**config.mk**
```make
export PLATFORM = sky130hd
export DESIGN_NAME = sac_ctrl
export DESIGN_NICKNAME = d
export VERILOG_FILES = /design/src/rtl/sac_pkg.sv /design/src/rtl/sac_sync.sv /design/src/rtl/sac_sar.sv /design/src/rtl/sac_ctrl.sv
export SDC_FILE = /design/constraint.sdc
export NUM_CORES = 1
export LEC_CHECK = 0
export ABC_AREA = 0
export BUFFER_PORTS_ARGS = -buffer_cell sky130_fd_sc_hd__buf_2
export CORE_UTILIZATION = 30
export CTS_CLUSTER_SIZE = 8
export DETAILED_ROUTE_END_ITERATION = 8
export REMOVE_ABC_BUFFERS = 1
export SYNTH_ARGS = -nofsm -noshare
export SYNTH_HDL_FRONTEND = slang
export SYNTH_SLANG_ARGS = --single-unit
```
**constraint.sdc**
```tcl
create_clock -name CLOCK_I -period 5.1 [get_ports CLOCK_I]
set_input_delay 0 -clock CLOCK_I [delete_from_list [all_inputs] [get_ports CLOCK_I]]
set_output_delay 0 -clock CLOCK_I [all_outputs]
set_load 0.01 [all_outputs]
```
**src/rtl/sac_pkg.sv**
```systemverilog
// Shared constants, types and decode for the serial converter control block.
// Assumes a 250 MHz system clock; every pin input arrives asynchronously.
package sac_pkg;

  localparam int RES_BITS  = 10;
  localparam int ADDR_BITS = 4;
  localparam int CHANNELS  = 14;
  localparam int CNT_W     = 5;

  // Serial clock edge counts; the _PRE and _LAST values are the count before the edge
  localparam logic [CNT_W-1:0] RISE_ADDR_LAST = 5'h03;
  localparam logic [CNT_W-1:0] RISE_ADDR_DONE = 5'h04;
  localparam logic [CNT_W-1:0] FALL_SAMPLE_PRE = 5'h03;
  localparam logic [CNT_W-1:0] FALL_SAMPLE    = 5'h04;
  localparam logic [CNT_W-1:0] FALL_HOLD_PRE  = 5'h09;
  localparam logic [CNT_W-1:0] FALL_HOLD      = 5'h0a;
  localparam logic [CNT_W-1:0] RISE_SLOW_PRE  = 5'h0a;
  localparam logic [CNT_W-1:0] FALL_FRAME_PRE = 5'h0f;
  localparam logic [CNT_W-1:0] CLOCKS_MAX     = 5'h10;

  // Channel codes
  localparam logic [ADDR_BITS-1:0] ADDR_LAST_EXT = 4'ha;
  localparam logic [ADDR_BITS-1:0] ADDR_MID_REF  = 4'hb;
  localparam logic [ADDR_BITS-1:0] ADDR_LOW_REF  = 4'hc;
  localparam logic [ADDR_BITS-1:0] ADDR_HIGH_REF = 4'hd;
  localparam logic [ADDR_BITS-1:0] ADDR_RESET    = 4'h0;

  // Timing
  localparam int CLK_PERIOD_NS = 4;
  localparam int STEP_TIME_NS  = 2000;
  localparam int STEP_CYCLES   = STEP_TIME_NS / CLK_PERIOD_NS;
  localparam int BBM_TIME_NS   = 20;
  localparam logic [3:0] BBM_CYCLES =
    4'((BBM_TIME_NS + CLK_PERIOD_NS - 1) / CLK_PERIOD_NS);

  // Reset values
  localparam logic [RES_BITS-1:0] RESULT_RESET = 10'h000;
  localparam logic [3:0]          SYNC_RESET   = 4'h1;

  typedef enum logic [3:0] {
    ST_IDLE = 4'b0001,
    ST_XFER = 4'b0010,
    ST_CONV = 4'b0100,
    ST_TAIL = 4'b1000
  } sac_state_t;

  typedef struct packed {
    logic cmp_below;
    logic addr;
    logic io_clk;
    logic cs_n;
  } sac_link_t;

  // Codes 0..13 map straight onto switch positions; 14 and 15 close none
  function automatic logic [CHANNELS-1:0] chan_decode(
    input logic [ADDR_BITS-1:0] code);
    logic [CHANNELS-1:0] oh;
    oh = '0;
    if (code <= ADDR_HIGH_REF) begin
      oh = {{(CHANNELS-1){1'b0}}, 1'b1} << code;
    end
    return oh;
  endfunction

  localparam logic [CHANNELS-1:0] CHSEL_RESET = 14'h0001;

endpackage

```
**src/rtl/sac_sync.sv**
```systemverilog
// Two-stage synchroniser for a group of asynchronous pin levels.
// Assumes the levels are slow against the clock; no pulse stretching.
`timescale 1ns/100ps
module sac_sync #(
  parameter int         WIDTH   = 4,
  parameter logic [3:0] RST_VAL = 4'h0
) (
  input  wire logic             clk_i,
  input  wire logic             rst_n_i,
  input  wire logic [WIDTH-1:0] d_i,
  output logic      [WIDTH-1:0] q_o
);

  logic [WIDTH-1:0] meta;

  always_ff @(posedge clk_i) begin
    if (!rst_n_i) begin
      meta <= WIDTH'(RST_VAL);
      q_o  <= WIDTH'(RST_VAL);
    end else begin
      meta <= d_i;
      q_o  <= meta;
    end
  end

endmodule

```
**src/rtl/sac_sar.sv**
```systemverilog
// Successive-approximation sequencer: one trial weight per paced step.
// Assumes the comparator input is already synchronised and has settled
// within a step.
`timescale 1ns/100ps
module sac_sar #(
  parameter int BITS = 10,
  parameter int STEP = 500
) (
  input  wire logic            clk_i,
  input  wire logic            rst_n_i,
  input  wire logic            start_i,
  input  wire logic            abort_i,
  input  wire logic            cmp_below_i,
  output logic      [BITS-1:0] trial_o,
  output logic      [BITS-1:0] result_o,
  output logic                 done_o,
  output logic                 busy_o
);

  localparam int CW = $clog2(STEP + 1);

  logic [BITS-1:0] mask;
  logic [CW-1:0]   cnt;
  logic [BITS-1:0] next_trial, next_result, next_mask, resolved;
  logic [CW-1:0]   next_cnt;
  logic            next_busy, next_done;

  always_comb begin
    next_trial  = trial_o;
    next_result = result_o;
    next_mask   = mask;
    next_cnt    = cnt;
    next_busy   = busy_o;
    next_done   = 1'b0;
    // Keep the trial weight only when the node sits below the threshold
    resolved = cmp_below_i ? trial_o : (trial_o & ~mask);
    if (abort_i) begin
      next_busy  = 1'b0;
      next_trial = '0;
    end else if (start_i) begin
      next_busy  = 1'b1;
      next_mask  = {1'b1, {(BITS-1){1'b0}}};
      next_trial = {1'b1, {(BITS-1){1'b0}}};
      next_cnt   = '0;
    end else if (busy_o) begin
      if (cnt == CW'(STEP - 1)) begin
        next_cnt = '0;
        if (mask[0]) begin
          next_busy   = 1'b0;
          next_done   = 1'b1;
          next_trial  = resolved;
          next_result = resolved;
        end else begin
          next_mask  = mask >> 1;
          next_trial = resolved | (mask >> 1);
        end
      end else begin
        next_cnt = cnt + CW'(1);
      end
    end
  end

  always_ff @(posedge clk_i) begin
    if (!rst_n_i) begin
      trial_o  <= '0;
      result_o <= '0;
      mask     <= '0;
      cnt      <= '0;
      busy_o   <= 1'b0;
      done_o   <= 1'b0;
    end else begin
      trial_o  <= next_trial;
      result_o <= next_result;
      mask     <= next_mask;
      cnt      <= next_cnt;
      busy_o   <= next_busy;
      done_o   <= next_done;
    end
  end
endmodule

```
**src/rtl/sac_ctrl.sv**
```systemverilog
// Serial control and sequencing of a 10-bit successive-approximation
// converter: chip select, serial clock, address in, result out, end flag.
// Assumes all link pins are asynchronous to CLOCK_I and much slower.
`timescale 1ns/100ps

// Summary of operation
// - Previous MSB shown at mode start edge
// - Nine further bits on next falling edges
// - End flag low at 10th fall, high done
// - Data forced low from 10th fall
// - Select fall enables data output
// - Select rise floats output, stops inputs
// - Conversion starts only at 10th fall
// - End flag rise presents new MSB
// - Mode six: 16th fall presents MSB
// - Slow: 11th rise before done, else resync
// - Address captured MSB first, four rises
// - Codes 0 to 10 pick inputs
// - Codes 11 to 13 pick references
// - Sample from 4th to 10th fall
// - Selector breaks before making
// - Ten bits MSB first, keep if below
// - Select fall aborts, result kept
// - Address ignored after four bits
module sac_ctrl #(
  parameter int STEP_CYCLES = sac_pkg::STEP_CYCLES
) (
  input  wire logic                         CLOCK_I,
  input  wire logic                         RST_N_I,
  input  wire logic                         CS_N_I,
  input  wire logic                         IO_CLK_I,
  input  wire logic                         ADDR_I,
  input  wire logic                         CMP_BELOW_I,
  output logic                              DOUT_O,
  output logic                              DOUT_OE_O,
  output logic                              EOC_O,
  output logic                              SAMPLE_O,
  output logic [sac_pkg::CHANNELS-1:0]      MUX_SEL_O,
  output logic [sac_pkg::RES_BITS-1:0]      TRIAL_O
);

  if (STEP_CYCLES < 1) begin : g_bad_step
    $error("STEP_CYCLES must be at least one");
  end

  sac_pkg::sac_link_t                 link_raw;
  sac_pkg::sac_link_t                 link_s;
  sac_pkg::sac_link_t                 link_q;
  sac_pkg::sac_state_t                state, next_state;
  logic [sac_pkg::CNT_W-1:0]          fall_cnt, next_fall;
  logic [sac_pkg::CNT_W-1:0]          rise_cnt, next_rise;
  logic [sac_pkg::ADDR_BITS-1:0]      addr_sr, next_addr_sr;
  logic [sac_pkg::ADDR_BITS-1:0]      addr_cur, next_addr_cur;
  logic [sac_pkg::RES_BITS-1:0]       shreg, next_shreg;
  logic [sac_pkg::RES_BITS-1:0]       result, next_result;
  logic [sac_pkg::RES_BITS-1:0]       sar_result;
  logic                               next_oe, next_eoc, next_sample;
  logic                               start, next_start;
  logic                               abort, next_abort;
  logic                               long_xfer, next_long;
  logic                               sar_done;
  logic                               cs_fall, io_rise, io_fall;
  logic [sac_pkg::ADDR_BITS-1:0]      applied, next_applied;
  logic [3:0]                         bbm_cnt, next_bbm;
  logic [sac_pkg::CHANNELS-1:0]       next_mux_sel;

  assign link_raw = '{cmp_below: CMP_BELOW_I, addr: ADDR_I,
                      io_clk: IO_CLK_I, cs_n: CS_N_I};

  // All pin levels, comparator included, cross through two flops
  sac_sync #(
    .WIDTH   (4),
    .RST_VAL (sac_pkg::SYNC_RESET)
  ) u_sync (
    .clk_i   (CLOCK_I),
    .rst_n_i (RST_N_I),
    .d_i     (link_raw),
    .q_o     (link_s)
  );

  sac_sar #(
    .BITS (sac_pkg::RES_BITS),
    .STEP (STEP_CYCLES)
  ) u_sar (
    .clk_i       (CLOCK_I),
    .rst_n_i     (RST_N_I),
    .start_i     (start),
    .abort_i     (abort),
    .cmp_below_i (link_s.cmp_below),
    .trial_o     (TRIAL_O),
    .result_o    (sar_result),
    .done_o      (sar_done),
    .busy_o      ()
  );

  // Edges are found on the second synchroniser stage only
  assign cs_fall = link_q.cs_n & ~link_s.cs_n;
  assign io_rise = ~link_q.io_clk & link_s.io_clk;
  assign io_fall = link_q.io_clk & ~link_s.io_clk;

  assign DOUT_O = shreg[sac_pkg::RES_BITS-1];

  // Sequencer
  always_comb begin
    next_state    = state;
    next_fall     = fall_cnt;
    next_rise     = rise_cnt;
    next_addr_sr  = addr_sr;
    next_addr_cur = addr_cur;
    next_shreg    = shreg;
    next_result   = result;
    next_oe       = DOUT_OE_O;
    next_eoc      = EOC_O;
    next_sample   = SAMPLE_O;
    next_start    = 1'b0;
    next_abort    = 1'b0;
    next_long     = long_xfer;
    if (sar_done) begin
      next_result = sar_result;
      next_eoc    = 1'b1;
    end
    if (cs_fall) begin
      // A new frame always restarts; a running conversion is dropped
      next_abort  = (state == sac_pkg::ST_CONV);
      next_eoc    = 1'b1;
      next_state  = sac_pkg::ST_XFER;
      next_fall   = '0;
      next_rise   = '0;
      next_sample = 1'b0;
      next_long   = 1'b0;
      next_oe     = 1'b1;
      next_shreg  = result;
    end else if (link_s.cs_n) begin
      // Clock and address are ignored while select is high
      next_oe     = 1'b0;
      next_sample = 1'b0;
      if (state != sac_pkg::ST_CONV || sar_done) begin
        next_state = sac_pkg::ST_IDLE;
      end
    end else begin
      if (io_rise && rise_cnt != sac_pkg::CLOCKS_MAX) begin
        next_rise = rise_cnt + 5'h01;
      end
      if (io_rise && state == sac_pkg::ST_XFER &&
          rise_cnt < sac_pkg::RISE_ADDR_DONE) begin
        next_addr_sr = {addr_sr[sac_pkg::ADDR_BITS-2:0], link_s.addr};
        if (rise_cnt == sac_pkg::RISE_ADDR_LAST) begin
          next_addr_cur = {addr_sr[sac_pkg::ADDR_BITS-2:0], link_s.addr};
        end
      end
      // An 11th rise seen during conversion marks a long transfer
      if (io_rise && state == sac_pkg::ST_CONV &&
          rise_cnt == sac_pkg::RISE_SLOW_PRE) begin
        next_long = 1'b1;
      end
      if (io_fall && fall_cnt != sac_pkg::CLOCKS_MAX) begin
        next_fall = fall_cnt + 5'h01;
      end
      unique case (state)
        sac_pkg::ST_IDLE: begin
          next_state = sac_pkg::ST_IDLE;
        end
        sac_pkg::ST_XFER: begin
          if (io_fall && fall_cnt == sac_pkg::FALL_HOLD_PRE) begin
            next_shreg  = '0;
            next_eoc    = 1'b0;
            next_sample = 1'b0;
            next_start  = 1'b1;
            next_long   = 1'b0;
            next_state  = sac_pkg::ST_CONV;
          end else if (io_fall) begin
            next_shreg = shreg << 1;
            if (fall_cnt == sac_pkg::FALL_SAMPLE_PRE) begin
              next_sample = 1'b1;
            end
          end
        end
        sac_pkg::ST_CONV: begin
          if (sar_done) begin
            if (long_xfer && fall_cnt != sac_pkg::CLOCKS_MAX) begin
              // Slow transfer: wait for the frame's 16th fall
              next_state = sac_pkg::ST_TAIL;
            end else begin
              // Continuous select: the end-flag rise opens the next frame
              next_state = sac_pkg::ST_XFER;
              next_fall  = '0;
              next_rise  = '0;
              next_shreg = sar_result;
            end
          end
        end
        sac_pkg::ST_TAIL: begin
          if (io_fall && fall_cnt == sac_pkg::FALL_FRAME_PRE) begin
            next_state = sac_pkg::ST_XFER;
            next_fall  = '0;
            next_rise  = '0;
            next_shreg = result;
          end
        end
      endcase
    end
  end

  always_ff @(posedge CLOCK_I) begin
    if (!RST_N_I) begin
      link_q    <= sac_pkg::SYNC_RESET;
      state     <= sac_pkg::ST_IDLE;
      fall_cnt  <= '0;
      rise_cnt  <= '0;
      addr_sr   <= sac_pkg::ADDR_RESET;
      addr_cur  <= sac_pkg::ADDR_RESET;
      shreg     <= sac_pkg::RESULT_RESET;
      result    <= sac_pkg::RESULT_RESET;
      DOUT_OE_O <= 1'b0;
      EOC_O     <= 1'b1;
      SAMPLE_O  <= 1'b0;
      start     <= 1'b0;
      abort     <= 1'b0;
      long_xfer <= 1'b0;
    end else begin
      link_q    <= link_s;
      state     <= next_state;
      fall_cnt  <= next_fall;
      rise_cnt  <= next_rise;
      addr_sr   <= next_addr_sr;
      addr_cur  <= next_addr_cur;
      shreg     <= next_shreg;
      result    <= next_result;
      DOUT_OE_O <= next_oe;
      EOC_O     <= next_eoc;
      SAMPLE_O  <= next_sample;
      start     <= next_start;
      abort     <= next_abort;
      long_xfer <= next_long;
    end
  end

  // Input selector: open everything for a short gap, then close the new
  // switch. Codes with no switch still convert a defined ten-bit word.
  always_comb begin
    next_mux_sel = MUX_SEL_O;
    next_applied = applied;
    next_bbm     = bbm_cnt;
    if (bbm_cnt != 4'h0) begin
      next_bbm = bbm_cnt - 4'h1;
      if (bbm_cnt == 4'h1) begin
        next_mux_sel = sac_pkg::chan_decode(addr_cur);
        next_applied = addr_cur;
      end
    end else if (addr_cur != applied) begin
      next_mux_sel = '0;
      next_bbm     = sac_pkg::BBM_CYCLES;
    end
  end

  always_ff @(posedge CLOCK_I) begin
    if (!RST_N_I) begin
      MUX_SEL_O <= sac_pkg::CHSEL_RESET;
      applied   <= sac_pkg::ADDR_RESET;
      bbm_cnt   <= 4'h0;
    end else begin
      MUX_SEL_O <= next_mux_sel;
      applied   <= next_applied;
      bbm_cnt   <= next_bbm;
    end
  end
endmodule

```
==> metrics.md <==
| Metric | Value |
|---|---|
| I/O pin count | 34 |
| Crit end category | register |
| Startpoint Class | register |
| WHS Endpoint | u_sync.q_o[0] |
| Most common cell after layout, fill and taps aside | dfxtp_1 |
| First DRT Iteration DRCs | 346 |
| YS warnings | 0 |
| Total gr overflow | 0 |
| EDFF count, synth | 0 |
| Cells on worst reg2reg path | 7 |
| Chip width | roughly 130 um |
| Largest net degree at the start of global routing | 54 |
| Gr usage total | 0.134 |
| Synth Register Bits | 120 |
| CP required | ~5.4 ns |
| Actual slew at the worst max-slew pin | around 1.1 ns |
| Finished Layout Cells | ~800 |
| CP max FO | 9 |
| Fin Setup TNS | 0 ns |
| FP Rows | 47 |
| PwrDens | 368 nW/um^2 |
| Core Region | ~17000 um^2 |
| Placed cell count | ~780 |
| First-pass DRT Iterations | 5 |
| Via count | ~4k |
| Crit path DAT | roughly 2.7 ns |
| Detailed placement HPWL | 7.41 mm |
| Routability cong. | 0.798 |
| Max IR drop VDD | about 0.24 mV |
| First-pass GRT wire length | between 15 and 20 mm |
| Commonest cells after routing, fill and taps aside | dfxtp_1, nor2_1, nand2_1, a21oi_1, buf_2 |
| Reg2reg start | fall_cnt[1] |
| Max-slew violations | 0 |
| P_leak | 2.25 nW |
| Post-CTS Repair Setup Buffers | 0 |
| Hold Startpoint | RST_N_I |
| CTS tree | yes |
| Post-synthesis sequential area ratio | 0.474 |
| Synth Flop Type | dfxtp_1 |
| Reg2Reg Capture Point | shreg[5] |
| Proportion of layout cells with a drive suffix above 1 | 0.139 |
| Ys async rst share | 0 |
| Final hold violations | 0 |
| Final ANT Viol Nets | 0 |
| Clock Root Buffer | clkbuf_16 |
| Antenna violations before repair | 0 |
| Post-DR vias/cell | 4.98 |
| Final period utilization | 0.456 |
| Area Growth Syn to Fin | 19.4% |
| Reg area | 2400 um^2 |
| Final Critical Period | roughly 2.3 ns |
| Kind of critical path | register to register |
| Clock-pin slew on the worst setup and hold paths | about 0.060 ns |
| Routed wire length | around 11 mm |
| # fillers | ~1.6k |
| Max transition margin | 0.241 |
| Avg WL per Cell | roughly 13 um |
| RSZ-0062 raised after global routing | false |
| # diodes | 0 |
| Die extent in y | ~130 um |
| Num CTS Buffers | 17 |
| Buffers on Ports | 33 |
| Synth cell types | 64 |
| Reg2reg setup slack | between 2 and 3 ns |
| Nets@finish | approximately 600 |
| Residual DRC count | 0 |
| Number of cells produced by synthesis | approximately 560 |
| Syn Area/Cell | just over 9 um^2 |
| Worst hold path class | input port to register |
| Vias in the first global route | just under 4k |
| Skew final | 0.00602 ns |
| Setup violators final | 0 |
| Post-Syn Area | just over 5000 um^2 |
| H-tree levels | 4 |
| Max Freq | between 0.4 and 0.5 GHz |
| Max_cap viols | 0 |
| Die area | around 17000 um^2 |
| Skew-Pair Late Insertion Delay | 0.41 ns |
| Starting Density | 0.307 |
| Status | complete, no violations |
| Clock Sinks | 120 |
| Multi-input logic area | between 2000 and 2500 um^2 |
| Max Buffers Root-to-Sink | 2 |
| Hold path depth | 2 |
## cells by family (layout without fill, tap and decap cells)
family                   count (synthesis)  count (layout)  synth area share
buffers and inverters                   44              84            0.0368
flip-flops                             120             120             0.474
AO/OA/AOI/OAI                          113             113             0.154
multiplexers                            25              25            0.0493
XOR/XNOR                                17              17            0.0294
adder cells (fa/ha/maj)                  8               8            0.0197
AND/OR/NAND/NOR                        228             228             0.237
## metal layers
layer / track usage / share of wire / up-vias
met5: 0 / 0 / -
met4: 0.0556 / 0.014 / 0
met2: 0.211 / 0.46 / 94
met1: 0.171 / 0.47 / 1909
li1: - / - / 2040
met3: 0.0400 / 0.050 / 15
## worst max-delay path by stage
stage	end	from	slack, ns
after floorplan	shreg[0]	fall_cnt[0]	2.14
after global placement	shreg[5]	fall_cnt[1]	2.93
after detailed placement	shreg[1]	fall_cnt[1]	2.74
after CTS	shreg[4]	fall_cnt[1]	2.80
after global routing	shreg[7]	fall_cnt[1]	2.57
final	shreg[5]	fall_cnt[1]	2.77
## registers in the layout (all words and copies together) (netlist names), 5 cells and up
signal,count
MUX_SEL_O,14
fall_cnt,5
result,10
rise_cnt,5
shreg,10
u_sar.cnt,9
u_sar.mask,10
u_sar.result_o,10
u_sar.trial_o,10
## final cells by class
| type | instances | share of cell area |
|---|---|---|
| multi-input cells | 391 | 0.411 |
| flip-flops and latches | 120 | 0.397 |
| clock buffers | 20 | 0.0771 |
| well taps | 220 | 0.0455 |
| repair buffers | 40 | 0.0376 |
| clock inverters | 12 | 0.0246 |
| inverters | 12 | 0.00744 |
## through the flow
stage,hold slack [ns],area [um^2],power (mW),util,setup WS (ns)
floorplan,0.0730,4930,0.999,-,2.14
global placement,0.205,5400,1.02,0.327,2.93
detailed placement,0.214,5400,1.02,0.327,2.74
CTS,0.0442,6060,2.25,0.366,2.80
global route,0.0819,6060,2.31,0.366,2.57
finish,0.0433,6060,2.23,0.366,2.77
## power breakdown
group	internal, mW	leakage [nW]	switching (mW)
combinational	0.0171	0.988	0.0285
clock	0.803	0.294	0.425
sequential	0.947	0.970	0.00753
## critical path: stages, from the launching register on
cell	delay (ns)
dfxtp_1	0.38
inv_1	0.08
ha_1	0.19
nand3b_1	0.13
nor3_1	0.08
nor3_1	0.91
a222oi_1	0.30
a21oi_1	0.19
## synthesized netlist by cell type (5+ instances only)
library cell | instances | area (um^2)
a32o_1 | 9 | 90.1
nor4_1 | 5 | 31.3
ha_1 | 8 | 100
and2_1 | 11 | 68.8
a222oi_1 | 9 | 90.1
o21ai_0 | 18 | 90.1
nand3_1 | 13 | 65.1
xor2_1 | 8 | 70.1
nand2b_1 | 23 | 144
nand2_1 | 47 | 176
clkbuf_1 | 21 | 78.8
nor2_1 | 66 | 248
dfxtp_1 | 120 | 2400
nand4_1 | 5 | 31.3
inv_1 | 11 | 41.3
nand3b_1 | 7 | 52.6
nor3_1 | 13 | 65.1
a21oi_1 | 40 | 200
xnor2_1 | 9 | 78.8
a22o_1 | 8 | 70.1
mux2i_1 | 25 | 250
buf_2 | 6 | 30.0
## timing repair
action,CTS,global route
gates resized for setup,0,0
hold buffers,4,0
endpoints found under the hold margin,4,0
(Power assumes the default switching activity.)
